**src/pio_pkg.sv**
```systemverilog
// Shared constants and types for the strobed parallel port block.
// Assumes a single 50 MHz clock domain; nothing here holds state.
package pio_pkg;

  // Clock rate of the design, kept for reference by users of the block.
  localparam int CLK_PERIOD_NS = 20;

  // Data widths and the depth of the host command queue.
  localparam int DATA_W = 8;
  localparam int CMD_DEPTH = 8;

  // Host register selects.
  localparam logic [1:0] SEL_PA = 2'h0;
  localparam logic [1:0] SEL_PB = 2'h1;
  localparam logic [1:0] SEL_PC = 2'h2;
  localparam logic [1:0] SEL_CTRL = 2'h3;

  // Control word layout; the low seven bits map onto port_cfg_t.
  localparam logic [7:0] CTRL_RESET = 8'h9B;
  localparam int CW_MODE_SET = 7;
  localparam int BSR_SET = 0;
  localparam int BSR_IDX_LO = 1;
  localparam int BSR_IDX_HI = 3;

  // Port C line positions used by the handshakes.
  localparam int PC_SERVICE_REQUEST_B = 0;
  localparam int PC_FULL_B = 1;
  localparam int PC_HS_B = 2;
  localparam int PC_SERVICE_REQUEST_A = 3;
  localparam int PC_STB_A = 4;
  localparam int PC_IBF_A = 5;
  localparam int PC_ACK_A = 6;
  localparam int PC_OBF_A = 7;
  localparam int PC_UPPER_LO = 4;

  // Reset values of port samples; handshake inputs idle high.
  localparam logic [7:0] PC_IDLE = 8'hFF;
  localparam logic [7:0] BYTE_ZERO = 8'h00;
  localparam logic [7:0] BYTE_ONES = 8'hFF;
  localparam logic [1:0] A_MODE0 = 2'h0;
  localparam logic [1:0] A_MODE1 = 2'h1;

  // What a port C line does under the current configuration.
  typedef enum logic [3:0] {
    ROLE_IN = 4'b0000,
    ROLE_OUT = 4'b0001,
    ROLE_MASK_A1 = 4'b0010,
    ROLE_MASK_A2 = 4'b0011,
    ROLE_MASK_B = 4'b0100,
    ROLE_SERVICE_REQUEST_A = 4'b0101,
    ROLE_IBF_A = 4'b0110,
    ROLE_OBF_A = 4'b0111,
    ROLE_SERVICE_REQUEST_B = 4'b1000,
    ROLE_IBF_B = 4'b1001,
    ROLE_OBF_B = 4'b1010
  } pc_role_t;

  // Mode fields in control word bit order (bit 6 down to bit 0).
  typedef struct packed {
    logic [1:0] a_mode;
    logic a_in;
    logic cu_in;
    logic b_mode;
    logic b_in;
    logic cl_in;
  } port_cfg_t;

  // One queued host write.
  typedef struct packed {
    logic [1:0] sel;
    logic [7:0] data;
  } host_cmd_t;

endpackage

```
**src/cmd_fifo.sv**
```systemverilog
// Queue of host writes in front of the port logic.
// Assumes one clock and a reset already synchronised by the parent.
`timescale 1ns/10ps
module cmd_fifo
  import pio_pkg::*;
#(
  parameter int WIDTH = 10,
  parameter int DEPTH = CMD_DEPTH
)
(
  input wire logic clk,
  input wire logic rst_n,
  input wire logic [WIDTH-1:0] in_data,
  input wire logic in_valid,
  output logic in_ready,
  output logic [WIDTH-1:0] out_data,
  output logic out_valid,
  input wire logic out_ready
);
  localparam int AW = (DEPTH > 1) ? $clog2(DEPTH) : 1;

  logic [WIDTH-1:0] mem [DEPTH];
  logic [AW-1:0] wr_ptr;
  logic [AW-1:0] rd_ptr;
  logic [AW:0] count;
  logic empty;
  wire push = in_valid & in_ready;
  wire pop = ~empty & out_ready;
  wire [AW:0] next_count = count + {{AW{1'b0}}, push} - {{AW{1'b0}}, pop};
  wire [AW-1:0] next_wr = (wr_ptr == AW'(DEPTH - 1)) ? '0 : wr_ptr + 1'b1;
  wire [AW-1:0] next_rd = (rd_ptr == AW'(DEPTH - 1)) ? '0 : rd_ptr + 1'b1;

  // Ready and empty are flops, so the host sees a glitch-free ready.
  assign out_valid = ~empty;
  assign out_data = mem[rd_ptr];

  // Storage carries no reset; only the pointers, count and flags need a defined start.
  always_ff @(posedge clk)
  begin
    if (push)
      mem[wr_ptr] <= in_data;
  end

  // Pointer and occupancy bookkeeping.
  always_ff @(posedge clk or negedge rst_n)
  begin
    if (!rst_n)
    begin
      wr_ptr <= '0;
      rd_ptr <= '0;
      count <= '0;
      in_ready <= 1'b1;
      empty <= 1'b1;
    end
    else
    begin
      if (push)
        wr_ptr <= next_wr;
      if (pop)
        rd_ptr <= next_rd;
      count <= next_count;
      in_ready <= (next_count != (AW+1)'(DEPTH));
      empty <= (next_count == '0);
    end
  end
endmodule

```
**src/strobed_port_handshake.sv**
```systemverilog
// Strobed and bidirectional handshake logic of a three-port parallel I/O.
// Assumes host strobes are one-cycle pulses on clk and port pins are
// external tristate pads resolved outside from the out and oe signals.
`timescale 1ns/10ps
module strobed_port_handshake
  import pio_pkg::*;
(
  input wire logic clk,
  input wire logic rst_n,
  input wire host_cmd_t cmd_in,
  input wire logic cmd_valid,
  output logic cmd_ready,
  input wire logic host_rd,
  input wire logic [1:0] host_sel,
  output logic [7:0] host_rdata,
  output logic host_rvalid,
  input wire logic [7:0] pa_in,
  output logic [7:0] pa_out,
  output logic [7:0] pa_oe,
  input wire logic [7:0] pb_in,
  output logic [7:0] pb_out,
  output logic [7:0] pb_oe,
  input wire logic [7:0] pc_in,
  output logic [7:0] pc_out,
  output logic [7:0] pc_oe
);

  // Role of a port C line; used for drive, read-back and set/reset.
  function automatic pc_role_t role_of(input logic [2:0] idx,
                                       input port_cfg_t c);
    logic a_hs;
    logic a_ip;
    logic a_op;
    pc_role_t lo;
    pc_role_t hi;
    a_hs = (c.a_mode != A_MODE0);
    a_ip = c.a_mode[1] | (c.a_mode == A_MODE1 & c.a_in);
    a_op = c.a_mode[1] | (c.a_mode == A_MODE1 & ~c.a_in);
    lo = c.cl_in ? ROLE_IN : ROLE_OUT;
    hi = c.cu_in ? ROLE_IN : ROLE_OUT;
    case (idx)
      3'h0: role_of = c.b_mode ? ROLE_SERVICE_REQUEST_B : lo;
      3'h1: role_of = c.b_mode ? (c.b_in ? ROLE_IBF_B : ROLE_OBF_B) : lo;
      3'h2: role_of = c.b_mode ? ROLE_MASK_B : lo;
      3'h3: role_of = a_hs ? ROLE_SERVICE_REQUEST_A : lo;
      3'h4: role_of = a_ip ? ROLE_MASK_A2 : hi;
      3'h5: role_of = a_ip ? ROLE_IBF_A : hi;
      3'h6: role_of = a_op ? ROLE_MASK_A1 : hi;
      3'h7: role_of = a_op ? ROLE_OBF_A : hi;
      default: role_of = ROLE_IN;
    endcase
  endfunction

  logic rst_meta;
  logic rst_core_n;
  logic [7:0] pa_meta;
  logic [7:0] pa_s;
  logic [7:0] pb_meta;
  logic [7:0] pb_s;
  logic [7:0] pc_meta;
  logic [7:0] pc_s;
  port_cfg_t cfg;
  logic [7:0] pa_in_latch;
  logic [7:0] pa_out_latch;
  logic [7:0] pb_in_latch;
  logic [7:0] pb_out_latch;
  logic [7:0] pc_latch;
  logic ibf_a;
  logic obf_a_n;
  logic service_request_a_in;
  logic service_request_a_out;
  logic ibf_b;
  logic obf_b_n;
  logic service_request_b;
  logic mask_a1;
  logic mask_a2;
  logic mask_b;
  host_cmd_t q_cmd;
  logic q_valid;
  logic pop_ok;
  pc_role_t role [8];
  logic [7:0] pc_drive;
  logic [7:0] pc_pin;
  logic [7:0] pc_view;
  logic [7:0] bsr_hit;
  logic [7:0] next_pc_latch;

  // Release of reset through two flops; assertion is immediate.
  always_ff @(posedge clk or negedge rst_n)
  begin
    if (!rst_n)
    begin
      rst_meta <= 1'b0;
      rst_core_n <= 1'b0;
    end
    else
    begin
      rst_meta <= 1'b1;
      rst_core_n <= rst_meta;
    end
  end

  // Two-flop samplers on all port pins so one strobe is one event.
  always_ff @(posedge clk or negedge rst_core_n)
  begin
    if (!rst_core_n)
    begin
      pa_meta <= BYTE_ZERO;
      pa_s <= BYTE_ZERO;
      pb_meta <= BYTE_ZERO;
      pb_s <= BYTE_ZERO;
      pc_meta <= PC_IDLE;
      pc_s <= PC_IDLE;
    end
    else
    begin
      pa_meta <= pa_in;
      pa_s <= pa_meta;
      pb_meta <= pb_in;
      pb_s <= pb_meta;
      pc_meta <= pc_in;
      pc_s <= pc_meta;
    end
  end

  // Host writes queue here; port writes stall while the latch is unread.
  cmd_fifo #(
    .WIDTH($bits(host_cmd_t)),
    .DEPTH(CMD_DEPTH)
  ) u_cmd_fifo (
    .clk(clk),
    .rst_n(rst_core_n),
    .in_data(cmd_in),
    .in_valid(cmd_valid),
    .in_ready(cmd_ready),
    .out_data(q_cmd),
    .out_valid(q_valid),
    .out_ready(pop_ok)
  );

  // Mode decode; the two groups are configured independently.
  wire a_m1 = (cfg.a_mode == A_MODE1);
  wire a_m2 = cfg.a_mode[1];
  wire a_inp = a_m2 | (a_m1 & cfg.a_in);
  wire a_outp = a_m2 | (a_m1 & ~cfg.a_in);
  wire b_inp = cfg.b_mode & cfg.b_in;
  wire b_outp = cfg.b_mode & ~cfg.b_in;
  wire stb_a_n = pc_s[PC_STB_A];
  wire ack_a_n = pc_s[PC_ACK_A];
  wire hs_b_n = pc_s[PC_HS_B];

  // Host events; a pending port write waits for the peripheral to accept.
  wire stall = (q_cmd.sel == SEL_PA & a_outp & ~obf_a_n)
             | (q_cmd.sel == SEL_PB & b_outp & ~obf_b_n);
  assign pop_ok = ~stall;
  wire pop = q_valid & pop_ok;
  wire wr_pa = pop & (q_cmd.sel == SEL_PA);
  wire wr_pb = pop & (q_cmd.sel == SEL_PB);
  wire wr_pc = pop & (q_cmd.sel == SEL_PC);
  wire wr_ctl = pop & (q_cmd.sel == SEL_CTRL);
  wire wr_mode = wr_ctl & q_cmd.data[CW_MODE_SET];
  wire wr_bsr = wr_ctl & ~q_cmd.data[CW_MODE_SET];
  wire bsr_val = q_cmd.data[BSR_SET];
  wire [2:0] bsr_idx = q_cmd.data[BSR_IDX_HI:BSR_IDX_LO];
  wire rd_pa = host_rd & (host_sel == SEL_PA) & a_inp;
  wire rd_pb = host_rd & (host_sel == SEL_PB) & b_inp;

  // Per-line decode of port C: role, drive, pin value and read-back.
  genvar gi;
  generate
    for (gi = 0; gi < 8; gi++)
    begin : g_pc
      wire mode0_grp = (gi >= PC_UPPER_LO) ? (cfg.a_mode == A_MODE0)
                                           : ~cfg.b_mode;
      wire is_mask = (role[gi] == ROLE_MASK_A1)
                   | (role[gi] == ROLE_MASK_A2)
                   | (role[gi] == ROLE_MASK_B);
      assign role[gi] = role_of(3'(gi), cfg);
      assign bsr_hit[gi] = wr_bsr & (bsr_idx == 3'(gi));
      assign pc_drive[gi] = (role[gi] != ROLE_IN) & ~is_mask;
      // Plain port C writes reach mode 0 output lines only.
      assign next_pc_latch[gi] =
        wr_mode ? 1'b0 :
        (bsr_hit[gi] & role[gi] == ROLE_OUT) ? bsr_val :
        (wr_pc & mode0_grp & role[gi] == ROLE_OUT) ? q_cmd.data[gi] :
        pc_latch[gi];
      // Strobe and accept positions read back as their mask bits.
      assign pc_view[gi] =
        (role[gi] == ROLE_MASK_A1) ? mask_a1 :
        (role[gi] == ROLE_MASK_A2) ? mask_a2 :
        (role[gi] == ROLE_MASK_B) ? mask_b :
        pc_drive[gi] ? pc_out[gi] : pc_s[gi];
    end
  endgenerate

  // Set/reset of a handshake output line overrides that flag directly.
  wire bsr_ibf_a = bsr_hit[PC_IBF_A] & role[PC_IBF_A] == ROLE_IBF_A;
  wire bsr_obf_a = bsr_hit[PC_OBF_A] & role[PC_OBF_A] == ROLE_OBF_A;
  wire bsr_int_a = bsr_hit[PC_SERVICE_REQUEST_A] & role[PC_SERVICE_REQUEST_A] == ROLE_SERVICE_REQUEST_A;
  wire bsr_ibf_b = bsr_hit[PC_FULL_B] & role[PC_FULL_B] == ROLE_IBF_B;
  wire bsr_obf_b = bsr_hit[PC_FULL_B] & role[PC_FULL_B] == ROLE_OBF_B;
  wire bsr_int_b = bsr_hit[PC_SERVICE_REQUEST_B] & role[PC_SERVICE_REQUEST_B] == ROLE_SERVICE_REQUEST_B;
  // Set/reset at a strobe or accept input position steers a mask.
  wire bsr_m_a1 = bsr_hit[PC_ACK_A] & role[PC_ACK_A] == ROLE_MASK_A1;
  wire bsr_m_a2 = bsr_hit[PC_STB_A] & role[PC_STB_A] == ROLE_MASK_A2;
  wire bsr_m_b = bsr_hit[PC_HS_B] & role[PC_HS_B] == ROLE_MASK_B;

  // Full flags: a strobe arriving with a read keeps the flag set.
  wire next_ibf_a = wr_mode ? 1'b0 : bsr_ibf_a ? bsr_val :
                    (a_inp & ~stb_a_n) ? 1'b1 :
                    rd_pa ? 1'b0 : ibf_a;
  wire next_obf_a_n = wr_mode ? 1'b1 : bsr_obf_a ? bsr_val :
                      (wr_pa & a_outp) ? 1'b0 :
                      (a_outp & ~ack_a_n) ? 1'b1 : obf_a_n;
  wire next_ibf_b = wr_mode ? 1'b0 : bsr_ibf_b ? bsr_val :
                    (b_inp & ~hs_b_n) ? 1'b1 : rd_pb ? 1'b0 : ibf_b;
  wire next_obf_b_n = wr_mode ? 1'b1 : bsr_obf_b ? bsr_val :
                      (wr_pb & b_outp) ? 1'b0 :
                      (b_outp & ~hs_b_n) ? 1'b1 : obf_b_n;

  // Requests: the new flag values feed the set term, so a read or a
  // write that empties the condition also ends the request.
  wire set_a_in = a_inp & stb_a_n & next_ibf_a & mask_a2;
  wire set_a_out = a_outp & ack_a_n & next_obf_a_n & mask_a1;
  wire set_b = cfg.b_mode & hs_b_n & mask_b &
               (cfg.b_in ? next_ibf_b : next_obf_b_n);
  wire clr_b = cfg.b_in ? rd_pb : wr_pb;
  wire next_service_request_a_in = wr_mode ? 1'b0 : bsr_int_a ? bsr_val :
                        set_a_in | (service_request_a_in & ~rd_pa);
  wire next_service_request_a_out = wr_mode ? 1'b0 : bsr_int_a ? bsr_val :
                         set_a_out | (service_request_a_out & ~(wr_pa & a_outp));
  wire next_service_request_b = wr_mode ? 1'b0 : bsr_int_b ? bsr_val :
                     set_b | (service_request_b & ~clr_b);
  wire next_mask_a1 = wr_mode ? 1'b0 : bsr_m_a1 ? bsr_val : mask_a1;
  wire next_mask_a2 = wr_mode ? 1'b0 : bsr_m_a2 ? bsr_val : mask_a2;
  wire next_mask_b = wr_mode ? 1'b0 : bsr_m_b ? bsr_val : mask_b;

  // Value each port C line drives in the coming cycle.
  always_comb
  begin
    for (int i = 0; i < 8; i++)
    begin
      case (role[i])
        ROLE_OUT: pc_pin[i] = next_pc_latch[i];
        ROLE_SERVICE_REQUEST_A: pc_pin[i] = next_service_request_a_in | next_service_request_a_out;
        ROLE_IBF_A: pc_pin[i] = next_ibf_a;
        ROLE_OBF_A: pc_pin[i] = next_obf_a_n;
        ROLE_SERVICE_REQUEST_B: pc_pin[i] = next_service_request_b;
        ROLE_IBF_B: pc_pin[i] = next_ibf_b;
        ROLE_OBF_B: pc_pin[i] = next_obf_b_n;
        default: pc_pin[i] = 1'b0;
      endcase
    end
  end

  // Read data selection; the control word always reads with bit 7 set.
  wire [7:0] pa_view = a_inp ? pa_in_latch :
                       cfg.a_in ? pa_s : pa_out_latch;
  wire [7:0] pb_view = b_inp ? pb_in_latch :
                       cfg.b_in ? pb_s : pb_out_latch;
  wire [7:0] rd_view = (host_sel == SEL_PA) ? pa_view :
                       (host_sel == SEL_PB) ? pb_view :
                       (host_sel == SEL_PC) ? pc_view :
                       {1'b1, cfg};
  wire [7:0] next_pa_out = wr_mode ? BYTE_ZERO :
                           wr_pa ? q_cmd.data : pa_out_latch;
  wire [7:0] next_pb_out = wr_mode ? BYTE_ZERO :
                           wr_pb ? q_cmd.data : pb_out_latch;
  // Bidirectional drivers follow the accept line; else plain direction.
  wire pa_drive = a_m2 ? ~ack_a_n : ~cfg.a_in;
  wire pb_drive = ~cfg.b_in;

  // Configuration and data latches.
  always_ff @(posedge clk or negedge rst_core_n)
  begin
    if (!rst_core_n)
    begin
      cfg <= port_cfg_t'(CTRL_RESET[6:0]);
      pa_in_latch <= BYTE_ZERO;
      pb_in_latch <= BYTE_ZERO;
      pa_out_latch <= BYTE_ZERO;
      pb_out_latch <= BYTE_ZERO;
      pc_latch <= BYTE_ZERO;
    end
    else
    begin
      if (wr_mode)
        cfg <= port_cfg_t'(q_cmd.data[6:0]);
      if (a_inp & ~stb_a_n)
        pa_in_latch <= pa_s;
      if (b_inp & ~hs_b_n)
        pb_in_latch <= pb_s;
      pa_out_latch <= next_pa_out;
      pb_out_latch <= next_pb_out;
      pc_latch <= next_pc_latch;
    end
  end

  // Handshake flags and request masks; all cleared by reset.
  always_ff @(posedge clk or negedge rst_core_n)
  begin
    if (!rst_core_n)
    begin
      ibf_a <= 1'b0;
      obf_a_n <= 1'b1;
      service_request_a_in <= 1'b0;
      service_request_a_out <= 1'b0;
      ibf_b <= 1'b0;
      obf_b_n <= 1'b1;
      service_request_b <= 1'b0;
      mask_a1 <= 1'b0;
      mask_a2 <= 1'b0;
      mask_b <= 1'b0;
    end
    else
    begin
      ibf_a <= next_ibf_a;
      obf_a_n <= next_obf_a_n;
      service_request_a_in <= next_service_request_a_in;
      service_request_a_out <= next_service_request_a_out;
      ibf_b <= next_ibf_b;
      obf_b_n <= next_obf_b_n;
      service_request_b <= next_service_request_b;
      mask_a1 <= next_mask_a1;
      mask_a2 <= next_mask_a2;
      mask_b <= next_mask_b;
    end
  end

  // Pin and read-back registers; every output leaves from a flop.
  always_ff @(posedge clk or negedge rst_core_n)
  begin
    if (!rst_core_n)
    begin
      pa_out <= BYTE_ZERO;
      pa_oe <= BYTE_ZERO;
      pb_out <= BYTE_ZERO;
      pb_oe <= BYTE_ZERO;
      pc_out <= BYTE_ZERO;
      pc_oe <= BYTE_ZERO;
      host_rdata <= BYTE_ZERO;
      host_rvalid <= 1'b0;
    end
    else
    begin
      pa_out <= next_pa_out;
      pa_oe <= pa_drive ? BYTE_ONES : BYTE_ZERO;
      pb_out <= next_pb_out;
      pb_oe <= pb_drive ? BYTE_ONES : BYTE_ZERO;
      pc_out <= pc_pin;
      pc_oe <= pc_drive;
      host_rdata <= host_rd ? rd_view : host_rdata;
      host_rvalid <= host_rd;
    end
  end
endmodule

```
**config.mk**
```make
export PLATFORM = sky130hd
export DESIGN_NAME = strobed_port_handshake
export DESIGN_NICKNAME = d
export VERILOG_FILES = /design/src/pio_pkg.sv /design/src/cmd_fifo.sv /design/src/strobed_port_handshake.sv
export SDC_FILE = /design/constraint.sdc
export NUM_CORES = 1
export LEC_CHECK = 0
export ABC_AREA = 0
export ABC_CLOCK_PERIOD_IN_PS = 5300
export BUFFER_PORTS_ARGS = -buffer_cell sky130_fd_sc_hd__buf_2
export CAP_MARGIN = 40
export CORE_MARGIN = 1.5
export CORE_UTILIZATION = 59
export CTS_CLUSTER_DIAMETER = 50
export CTS_CLUSTER_SIZE = 14
export DETAILED_ROUTE_END_ITERATION = 10
export PLACE_DENSITY = 0.91
export SETUP_SLACK_MARGIN = 0.2
export SLEW_MARGIN = 0
export SYNTH_ARGS = -nofsm -noshare
export SYNTH_HDL_FRONTEND = slang
export SYNTH_SLANG_ARGS = --single-unit
```
**constraint.sdc**
```tcl
create_clock -name clk -period 5.3 [get_ports clk]
set_input_delay 0.53 -clock clk [delete_from_list [all_inputs] [get_ports clk]]
set_output_delay 0.53 -clock clk [all_outputs]
set_load 0.02 [all_outputs]
```
# --- Yosys cells after proc, flatten, opt, wreduce, memory -nomap -nowiden ---
# Memories as Yosys holds them, arrays and structs flattened.
# Index checks and enable logic that the tools add are counted.
classes:
  addsub: 4
  eq_ne: 96
  n_mux: 123
  n_bitwise: 126
  n_reduce_logical: 19
ops:
  columns: ["operator", "count"]
  rows:
  - ["8-bit two-way mux", 13]
  - ["4-bit by 3-bit == test with 1-bit output, second input constant", 24]
  - ["1-bit two-way mux", 91]
  - ["1-bit bitwise AND", 81]
  - ["4-bit == test, second input constant", 18]
  - ["1-bit case mux with 7 select lines", 8]
  - ["4-bit by 2-bit == test with 1-bit output, second input constant", 12]
  - ["3-bit == test, second input constant", 14]
  - ["4-bit nonzero test", 8]
  - ["3-bit by 4-bit == test with 1-bit output, second input constant", 6]
  - ["4-bit by 1-bit == test with 1-bit output, second input constant", 6]
  - ["4-bit two-way mux", 6]
  - ["1-bit bitwise OR", 23]
  - ["1-bit NOT", 22]
  - ["3-bit by 2-bit == test with 1-bit output, second input constant", 6]
  - ["3-bit two-way mux", 4]
  - ["2-bit nonzero test", 6]
  - ["3-bit by 1-bit == test with 1-bit output, second input constant", 3]
  - ["3-bit by 1-bit adder with 3-bit output, second input constant", 2]
  - ["2-bit by 1-bit == test with 1-bit output, second input constant", 3]
  - ["2-bit == test, second input constant", 3]
  - ["2-bit zero test", 3]
  - ["4-bit by 1-bit adder with 4-bit output", 1]
  - ["4-bit zero test", 1]
  - ["other kinds (4)", 4]
totals:
  ff_bits: 160
  ram_bits: 80
  input_bits: 40
  out_inout_bits: 58
  word_cells: 409
  n_memories: 1
mem_list:
  columns: ["name", "words", "width", "rd", "rd_clocked_by_memory_dff", "wr", "line_no", "source"]
  rows:
  - ["u_cmd_fifo.mem", 8, 10, 1, 0, 1, "cmd_fifo.sv:22", "logic [WIDTH-1:0] mem [DEPTH];"]

# --- Longest topological paths before layout ---
# Gate-level depths: netlist (run 1).
logic_depth:
  ltp_word: 21
  ltp_mapped: 16
  ltp_nobuf: 14

# --- Cells and area by module ---
# Synthesis (run 1) repeated with hierarchy kept, for this count alone.
unflattened:
  hier_cells: 695
  area_unflattened_um2: 9680.5
by_module_without_submodules:
  columns: ["module", "n_inst", "cells_each", "area_per_inst_um2", "seq_area_each_um2"]
  rows:
  - ["strobed_port_handshake", 1, 517, 5952.0, 3380.7]
  - ["cmd_fifo", 1, 178, 3728.6, 2705.1]

# --- Worst setup path after synthesis (run 1) ---
# Ideal clock, no wire load.
synth_path:
  kind: "register to register"
  start: "register u_cmd_fifo.rd_ptr[0]"
  end: "register u_cmd_fifo.empty"
  setup_ns: 0.069
  t_arrival_ns: 3.240
  required_time_ns: 5.231
  slack_ns: 1.992
  path_stages_with_launch: 16
  n_path_buf: 2
  synth_period_minus_slack_ns: 3.308
  path_cell_list: "dfrtp_1 -> buf_6 -> buf_8 -> mux4_2 -> mux2_4 -> a21oi_1 -> nor2_1 -> nor2_1 -> ha_1 -> inv_1 -> ha_1 -> inv_1 -> fa_1 -> inv_1 -> nor3_1 -> nor2b_1"
synth_between:
  elab_chain_len: 9
  elab_cells_between_ends: 12
  classes_between: "1 x add/sub; 1 x eq/ne; 7 x bitwise; 2 x reduce/logical; 1 x memory"
synth_lines:
  columns: ["element", "line_no", "source"]
  rows:
  - ["start, declared", "cmd_fifo.sv:24", "logic [AW-1:0] rd_ptr;"]
  - ["start signal, assigned", "cmd_fifo.sv:60", "rd_ptr <= next_rd;"]
  - ["memory 8 x 10 bit *", null, null]
  - ["2-bit by 1-bit == test with 1-bit output / 2-bit zero test (equally long branches)", "strobed_port_handshake.sv:154, strobed_port_handshake.sv:153", null]
  - ["1-bit bitwise AND (on tied branches) (2 in a row)", "strobed_port_handshake.sv:154, strobed_port_handshake.sv:153", null]
  - ["1-bit bitwise OR *", "strobed_port_handshake.sv:154", "| (q_cmd.sel == SEL_PB & b_outp & ~obf_b_n);"]
  - ["1-bit NOT *", "strobed_port_handshake.sv:155", "assign pop_ok = ~stall;"]
  - ["1-bit bitwise AND *", "cmd_fifo.sv:28", "wire pop = ~empty & out_ready;"]
  - ["4-bit by 1-bit subtractor with 4-bit output *", "cmd_fifo.sv:29", "wire [AW:0] next_count = count + {{AW{1'b0}}, push} - {{AW{1'b0}}, pop};"]
  - ["net u_cmd_fifo.next_count[1]", "cmd_fifo.sv:29", null]
  - ["4-bit zero test *", "cmd_fifo.sv:63", "empty <= (next_count == '0);"]
  - ["end signal, assigned", "cmd_fifo.sv:63", null]
  - ["end, declared", "cmd_fifo.sv:26", "logic empty;"]
# The timed path passes the listed nets; every way through them passes the cells marked *.
# A chain may end at the register's enable or synchronous reset.

# --- Worst setup path after layout (run 1) ---
# Ends and elaborated chain as after synthesis.

==> impl_results.rst, run 1 <==
.. list-table::
   :header-rows: 1

   * - Metric
     - Value
   * - Hold crit path type
     - in -> reg
   * - Required @ worst endpoint
     - around 5.7 ns
   * - RSZ-0062 raised after global routing
     - false
   * - Initial standard-cell utilization of the core
     - 60.31%
   * - Delay of the slowest cell on the worst path
     - between 0.8 and 0.9 ns
   * - Number of instances resized during post-cts repair
     - 0
   * - Pre-antenna DRT Iters
     - 5
   * - Hold slack
     - 0.1104 ns
   * - Count of flip-flops with a built-in enable after synthesis
     - 80
   * - First-iteration detailed-routing DRC count
     - between 700 and 800
   * - Largest net degree at the start of global routing
     - 60
   * - Routability congestion estimate from global placement
     - 0.8806
   * - Clock transition at path regs
     - roughly 0.070 ns
   * - Worst IR drop on VDD
     - between 0.0003 and 0.0004 V
   * - First-pass GRT wire length
     - around 33,000 um
   * - Total gr overflow
     - 0
   * - WP buf/inv
     - 3
   * - Die Area
     - 16,950 um^2
   * - Fin. Hold Viols
     - 0
   * - CP most frequent cell
     - inv_1
   * - Maximum fanout along the worst path
     - 13
   * - Static leakage
     - roughly 4.5 nW
   * - Number of max-cap violations
     - 0
   * - Power per Cell Area
     - 662.5 nW/um^2
   * - Warnings, synthesis
     - 0
   * - CTS tree
     - built
   * - Switching Power
     - about 2.9 mW
   * - Post-Syn Nets
     - around 750
   * - Post-synth top flop
     - dfrtp_1
   * - Overall Power
     - just over 7 mW
   * - Number of standard-cell rows in the floorplan
     - 46
   * - I/O Pins
     - 98
   * - Clock sink count
     - 226
   * - Avg WL per Cell
     - between 20 and 25 um
   * - Switching fraction of total power
     - 39.99%
   * - Routed wire length
     - ~21,000 um
   * - Fraction of final layout cells with drive strength greater than 1
     - 30.02%
   * - HPWL after detailed placement
     - approximately 14,000 um
   * - Finished layout cell area
     - roughly 11,000 um^2
   * - Aggregate global-route resource usage
     - 25.91%
   * - Highest-count cells in the layout ignoring fill and taps
     - dfrtp_1 (121), buf_2 (97), edfxtp_1 (80), nor2_1 (61), nand2_1 (49)
   * - Area of the mapped netlist
     - ~9500 um^2
   * - Sequential group share of total power
     - 37.2%
   * - Count of state elements after synthesis
     - 226
   * - Share of the clock period used by the worst path
     - 74.92%
   * - Result of the run
     - finished clean
   * - Achievable Freq
     - between 0.2 and 0.3 GHz
   * - Clock skew
     - around 0.015 ns
   * - Final critical delay including setup and external delays
     - 3.971 ns
   * - Total core area
     - around 16,000 um^2
   * - Number of global-route vias before repair
     - around 6.2k
   * - Element type at the critical path start
     - flip-flop
   * - Final worst-path setup slack
     - between 1 and 1.5 ns
   * - Total vias in the final route
     - 6,265
   * - Vias per std cell
     - 6.124
   * - Final setup vio count
     - 0
   * - Critical Path, Cell by Cell
     - mux4_2, mux2_4, nor3_1, a21oi_1, nor2_1, nor2_1, ha_1, inv_1, ha_1, inv_1, fa_1, inv_1, nor3_1, nor2b_1
   * - Number of standard cells after synthesis
     - 699
   * - Category of the critical setup timing path
     - reg -> reg
   * - Die X
     - between 100 and 150 um
   * - Source-to-sink clock delay at the later pin of the worst-skew pair
     - slightly above 0.5 ns
   * - Post-synth ARST share
     - around 65%
   * - Standard cell with the maximum stage delay on the critical path
     - dfrtp_1
   * - Sequential area share after synthesis
     - ~64%
   * - Initial antenna violation count
     - 2
   * - Worst path arrival time
     - approximately 4.4 ns
   * - Placed cell areas
     - 10,210 um^2
   * - Count of distinct cell types in the synthesized netlist
     - between 60 and 70
   * - Share of power burned in the clock network
     - 21.3%
   * - Hold-fix buffers at CTS
     - 1
   * - Clock Tree Buf Depth
     - 3
   * - Internal Pwr Total
     - approximately 4.3 mW
   * - Commonest non-fill, non-tap cell in the layout
     - dfrtp_1
   * - Post-layout nets
     - roughly 840
   * - Top Family by Delay on Critical Path
     - adder cells
   * - Transition at the pin with the smallest max-transition slack
     - approximately 0.9 ns
   * - DRC errors left
     - 0
   * - Die boundary height
     - approximately 130 um
   * - Setup TNS
     - 0 ns
   * - CTS Buf Count
     - 22
   * - Root cell of the clock tree
     - clkbuf_16
   * - Port Buffers
     - just under 100
   * - Post-CTS Setup Inserts
     - 0
   * - Power share of the combinational group
     - a little over two fifths
   * - Total number of H-tree levels
     - 1
   * - Max Slew Vio Count
     - 0
   * - Critical path capture point type
     - flip-flop
   * - Remaining antenna violation count after routing
     - 0
   * - Area growth syn-to-layout
     - 14.60%
   * - Dpl ws
     - 1.357 ns
   * - Post-Syn Area per Cell
     - around 14 um^2
   * - Worst slew margin relative to its limit
     - about two fifths
-- sequential cells by signal, summed over array words and instances (netlist names), 3 cells and up --
signal	cells
pb_s	8
pc_meta	8
pa_meta	8
pc_oe	8
pa_out_latch	8
cfg	6
pa_in_latch	8
pa_s	8
u_cmd_fifo.rd_ptr	3
u_cmd_fifo.count	4
pc_s	8
u_cmd_fifo.wr_ptr	3
pc_latch	8
pb_meta	8
pc_out	8
pb_in_latch	8
pb_out_latch	8
host_rdata	8
u_cmd_fifo.mem	80
-- power groups by stage --
| stage | clock network [mW] | registers, mW | logic [mW] |
|---|---|---|---|
| floorplan | 0 | 2.67 | 2.14 |
| global placement | 0 | 2.71 | 2.77 |
| detailed placement | 0 | 2.72 | 2.93 |
| CTS | 1.56 | 2.69 | 2.98 |
| global route | 1.63 | 2.75 | 3.25 |
| finish | 1.54 | 2.69 | 3.01 |
-- routing by layer --
layer	GRT usage [%]	wire (um)
met2	42.41	10520
met4	11.11	711
met5	0	0
met3	4.264	1489
met1	34.69	8532
-- cells by family after synthesis --
| logic type | Yosys count | share of synthesized area [%] |
|---|---|---|
| compound gates | 116 | 8.245 |
| xor+xnor | 3 | 0.2753 |
| fa+ha+maj | 9 | 1.258 |
| buf+inv | 66 | 3.434 |
| flops | 226 | 63.76 |
| mux | 101 | 14.08 |
| other cells | 1 | 0.03929 |
| simple gates | 177 | 8.913 |
-- through the flow --
step           cells  utilization, %
6_report        1023           69.11
5_1_grt         1023           69.11
2_1_floorplan    699               -
4_1_cts         1022           69.10
3_5_place_dp     981           64.51
3_3_place_gp     970           63.85
-- layout make-up --
type	count	area, um^2
Tap cell	216	270.3
Clock inverter	7	71.32
Timing Repair Buffer	116	653.1
Antenna cell	1	2.502
Fill cell	1011	4888
Inverter	17	63.81
Clock buffer	33	644.4
Sequential cell	226	6090
Multi-Input combinational cell	407	3144
-- worst paths after layout --
kind / to / from / cells after the start / slack, ns
setup / recovery: u_cmd_fifo.empty / u_cmd_fifo.rd_ptr[0] / 14 / 1.33
hold / removal: pc_meta[2] / pc_in[2] / 1 / 0.11
setup reg to reg: u_cmd_fifo.empty / u_cmd_fifo.rd_ptr[0] / 14 / 1.33
hold reg to reg: pb_meta[2] / rst_core_n / 0 / 0.29
max in group asynchronous: pc_oe[6] / rst_core_n / 1 / 3.89
min in group asynchronous: pb_meta[2] / rst_core_n / 0 / 0.29
-- Yosys cell counts, types with 3 or more instances --
master    instances  area [um^2]
o21ai_0          23        115.1
a22o_1            3        26.28
a22oi_1           3        22.52
nand2_1          49        183.9
and3_1            5        31.28
a31oi_1           6        37.54
buf_4            14        105.1
a21oi_1          31        155.2
xnor2_1           3        26.28
mux2i_1          45        450.4
a21o_1            3        22.52
edfxtp_1         80         2402
mux4_2           20        450.4
and2_1            4        25.02
buf_2             7        35.03
o211ai_1          6        45.04
buf_1             5        18.77
ha_1              8        100.1
a211oi_1         12        90.09
nor2b_1           3        18.77
mux2_2           30        337.8
o21ai_1           3        15.01
inv_1            16        60.06
nand2b_1          8        50.05
nor2_1           62        232.7
mux2i_4           3        67.56
nor3_1           14        70.07
or3_1             3        18.77
nor4_1            3        18.77
dfrtp_1         122         3053
o221ai_1          4        35.03
dfstp_2          24        630.6
nand3_1          11        55.05
clkbuf_1         21        78.83
Power figures use the tool's default switching activity.
==> run 2, diff against run 1 <==
--- a/config.mk
+++ b/config.mk
@@ -6,15 +6,15 @@
 export NUM_CORES = 1
 export LEC_CHECK = 0
 export ABC_AREA = 0
-export ABC_CLOCK_PERIOD_IN_PS = 5300
+export ABC_CLOCK_PERIOD_IN_PS = 3300
 export BUFFER_PORTS_ARGS = -buffer_cell sky130_fd_sc_hd__buf_2
 export CAP_MARGIN = 40
 export CORE_MARGIN = 1.5
-export CORE_UTILIZATION = 59
+export CORE_UTILIZATION = 53
 export CTS_CLUSTER_DIAMETER = 50
 export CTS_CLUSTER_SIZE = 14
 export DETAILED_ROUTE_END_ITERATION = 10
-export PLACE_DENSITY = 0.91
+export PLACE_DENSITY = 0.87
 export SETUP_SLACK_MARGIN = 0.2
 export SLEW_MARGIN = 0
 export SYNTH_ARGS = -nofsm -noshare
==> constraint.sdc (replaced) <==
create_clock -name clk -period 3.3 [get_ports clk]
set_input_delay 0.33 -clock clk [delete_from_list [all_inputs] [get_ports clk]]
set_output_delay 0.33 -clock clk [all_outputs]
set_load 0.02 [all_outputs]
==> run 2 against run 1 <==
Against the previous run: sequential power increased by 57%; fmax increased by 22%; cell count increased by 5.7%; utilization decreased by 3.5 points; clock skew increased by 0.0043 ns; total power increased by 68%; flip-flop and latch count unchanged; critical path depth decreased by 5; combinational power increased by 84%; design area increased by 4.8%; register-to-register slack got worse by 1.3 ns.
==> impl_results.rst, run 2 (synthesized netlist as in run 1, its figures left out) <==
.. list-table::
   :header-rows: 1

   * - Metric
     - Value
   * - Worst IR drop on VDD
     - 0.0004798 V (was 0.0003524 V)
   * - First-iteration detailed-routing DRC count
     - 914 (was 713)
   * - Transition at the pin with the smallest max-transition slack
     - 0.8759 ns (was 0.8964 ns)
   * - Hold crit path type
     - in -> reg (unchanged)
   * - Area growth syn-to-layout
     - 20.12% (was 14.60%)
   * - Number of global-route vias before repair
     - 6,563 (was 6,207)
   * - Avg WL per Cell
     - 21.70 um (was 20.77 um)
   * - First-pass GRT wire length
     - 35,320 um (was 33,180 um)
   * - Total number of H-tree levels
     - 1 (unchanged)
   * - Dpl ws
     - 0.03681 ns (was 1.357 ns)
   * - Total gr overflow
     - 0 (unchanged)
   * - HPWL after detailed placement
     - 14,310 um (was 13,910 um)
   * - Total vias in the final route
     - 6,601 (was 6,265)
   * - Power share of the combinational group
     - 45.5% (was 41.6%)
   * - DRC errors left
     - 0 (unchanged)
   * - Initial standard-cell utilization of the core
     - 54.62% (was 60.31%)
   * - Routability congestion estimate from global placement
     - 0.8914 (was 0.8806)
   * - Standard cell with the maximum stage delay on the critical path
     - or4_4 (was dfrtp_1)
   * - Max Slew Vio Count
     - 0 (unchanged)
   * - Clock Tree Buf Depth
     - 3 (unchanged)
   * - Initial antenna violation count
     - 0 (was 2)
   * - Aggregate global-route resource usage
     - 24.75% (was 25.91%)
   * - Finished layout cell area
     - 11,470 um^2 (was 10,940 um^2)
   * - Critical Path, Cell by Cell
     - buf_4, buf_12, mux2i_1, a22o_2, or3_1, or4_4, mux2i_1, a221oi_2, a211oi_2 (was mux4_2, mux2_4, nor3_1, a21oi_1, nor2_1, nor2_1, ha_1, inv_1, ha_1, inv_1, fa_1, inv_1, nor3_1, nor2b_1)
   * - Hold path cells
     - 1 (unchanged)
   * - CTS Buf Count
     - 22 (unchanged)
   * - Category of the critical setup timing path
     - reg -> reg (unchanged)
   * - WP buf/inv
     - 2 (was 3)
   * - Share of the core filled with cells in the final layout
     - 65.61% (was 69.11%)
   * - Ant. Diodes
     - 0 (was 1)
   * - Static leakage
     - 4.737 nW (was 4.494 nW)
   * - Sequential group share of total power
     - 34.5% (was 37.2%)
   * - Final critical delay including setup and external delays
     - 3.241 ns (was 3.971 ns)
   * - Largest net degree at the start of global routing
     - 59 (was 60)
   * - Setup TNS
     - 0 ns (unchanged)
   * - Required @ worst endpoint
     - 3.68 ns (was 5.73 ns)
   * - CTS tree
     - built (unchanged)
   * - Vias per std cell
     - 6.106 (was 6.124)
   * - Placed cell areas
     - 10,340 um^2 (was 10,210 um^2)
   * - RSZ-0062 raised after global routing
     - true (was false)
   * - Die Area
     - 18,820 um^2 (was 16,950 um^2)
   * - Routed wire length
     - 23,460 um (was 21,250 um)
   * - Top Family by Delay on Critical Path
     - simple AND/OR/NAND/NOR gates (was adder cells)
   * - Switching Power
     - 4.965 mW (was 2.898 mW)
   * - Power per Cell Area
     - 1064 nW/um^2 (was 662.5 nW/um^2)
   * - Highest-count cells in the layout ignoring fill and taps
     - dfrtp_1 (120), buf_2 (97), edfxtp_1 (80), nor2_1 (59), nand2_1 (49) (was dfrtp_1 (121), buf_2 (97), edfxtp_1 (80), nor2_1 (61), nand2_1 (49))
   * - Internal Pwr Total
     - 7.238 mW (was 4.348 mW)
   * - Final setup vio count
     - 0 (unchanged)
   * - Worst r2r path cells
     - 9 (was 14)
   * - Fraction of final layout cells with drive strength greater than 1
     - 32.71% (was 30.02%)
   * - Overall Power
     - 12.20 mW (was 7.247 mW)
   * - Final worst-path setup slack
     - 0.05856 ns (was 1.329 ns)
   * - Remaining antenna violation count after routing
     - 0 (unchanged)
   * - Worst path arrival time
     - 3.62 ns (was 4.40 ns)
   * - Die boundary height
     - 137.2 um (was 130.2 um)
   * - Source-to-sink clock delay at the later pin of the worst-skew pair
     - 0.51 ns (about the same)
   * - Port Buffers
     - 97 (unchanged)
   * - Number of max-cap violations
     - 0 (unchanged)
   * - Delay of the slowest cell on the worst path
     - 0.63 ns (was 0.83 ns)
   * - Root cell of the clock tree
     - clkbuf_16 (unchanged)
   * - Fin. Hold Viols
     - 0 (unchanged)
   * - CP most frequent cell
     - mux2i_1 (was inv_1)
   * - Total core area
     - 17,480 um^2 (was 15,830 um^2)
   * - Worst slew margin relative to its limit
     - 41.39% (was 40.02%)
   * - Max reg flops
     - 80 (unchanged)
   * - Crit path depth
     - 9 (was 14)
   * - Number of standard-cell rows in the floorplan
     - 48 (was 46)
   * - Clock transition at path regs
     - 0.07 ns (about the same)
   * - Commonest non-fill, non-tap cell in the layout
     - dfrtp_1 (unchanged)
   * - Achievable Freq
     - 0.3085 GHz (was 0.2519 GHz)
   * - Die X
     - 137.2 um (was 130.2 um)
   * - Clock sink count
     - 226 (unchanged)
   * - Maximum fanout along the worst path
     - 23 (was 13)
   * - Critical path capture point type
     - flip-flop (unchanged)
   * - Pre-antenna DRT Iters
     - 7 (was 5)
   * - Element type at the critical path start
     - flip-flop (unchanged)
   * - Result of the run
     - finished clean (unchanged)
   * - Share of power burned in the clock network
     - 20.0% (was 21.3%)
   * - Clock skew
     - 0.01910 ns (was 0.01476 ns)
   * - Switching fraction of total power
     - 40.69% (was 39.99%)
   * - Share of the clock period used by the worst path
     - 98.23% (was 74.92%)
   * - I/O Pins
     - 98 (unchanged)
   * - Most flop-heavy register
     - u_cmd_fifo.mem (unchanged)
   * - Post-layout nets
     - 889 (was 839)
[run 2: metrics by stage]
stage	cells	hold WS (ns)
floorplan	699	0.03441
global placement	1005	0.1163
detailed placement	1005	0.1181
CTS	1079	0.08703
global route	1081	0.09411
finish	1081	0.1038
[run 2: power groups by stage]
stage | clock network [mW] | registers (mW) | logic [mW]
after global placement | 0 | 4.19 | 4.91
after detailed placement | 0 | 4.22 | 5.06
after global routing | 2.57 | 4.27 | 5.92
final | 2.44 | 4.21 | 5.55
after floorplan | 0 | 4.29 | 3.46
after CTS | 2.45 | 4.18 | 5.27
[run 2: metal layers]
metal	GRT usage [%]	part of all wire [%]	up-vias
li1	-	-	2830
met1	33.76	38	3207
met2	39.92	47	461
met3	4.930	10	103
met4	8.947	4.3	0
met5	0	0	-
[run 2: path summary, 6_finish.rpt]
check / to / from / slack, ns
hold reg to reg: pa_s[6] / pa_meta[6] / 0.35
max in group asynchronous: pc_meta[5] / rst_core_n / 1.98
setup reg to reg: pc_out[3] / u_cmd_fifo.rd_ptr[0] / 0.06
setup / recovery: pc_out[3] / u_cmd_fifo.rd_ptr[0] / 0.06
min in group asynchronous: rst_core_n / rst_n / 0.13
hold / removal: u_cmd_fifo.mem[6][7] / cmd_in[7] / 0.10
[run 2: layout make-up]
class	count	area (um^2)
Multi-Input combinational cell	407	3201
Sequential cell	226	6091
Inverter	17	63.81
Clock buffer	35	661.9
Clock inverter	5	42.54
Timing Repair Buffer	166	1125
Fill cell	1136	6011
Tap cell	225	281.5
[run 2: worst reg2reg max path: cells and delay by family (launching register included)]
kind / cells / cell delay (ns)
AOI/OAI and AO/OA: 3 / 0.87
buffers and inverters: 2 / 0.31
DFF: 1 / 0.43
muxes: 2 / 0.39
and+or+nand+nor: 2 / 1.12
[run 2: repair_timing]
| item | in CTS | in global routing |
|---|---|---|
| endpoints found under the setup margin | 2 | 12 |
| hold buffers | 25 | 0 |
| gates resized for setup | 9 | 16 |
| hold endpoints to repair | 26 | 0 |
| buffers inserted | 9 | 2 |
| pin swaps | 4 | 4 |
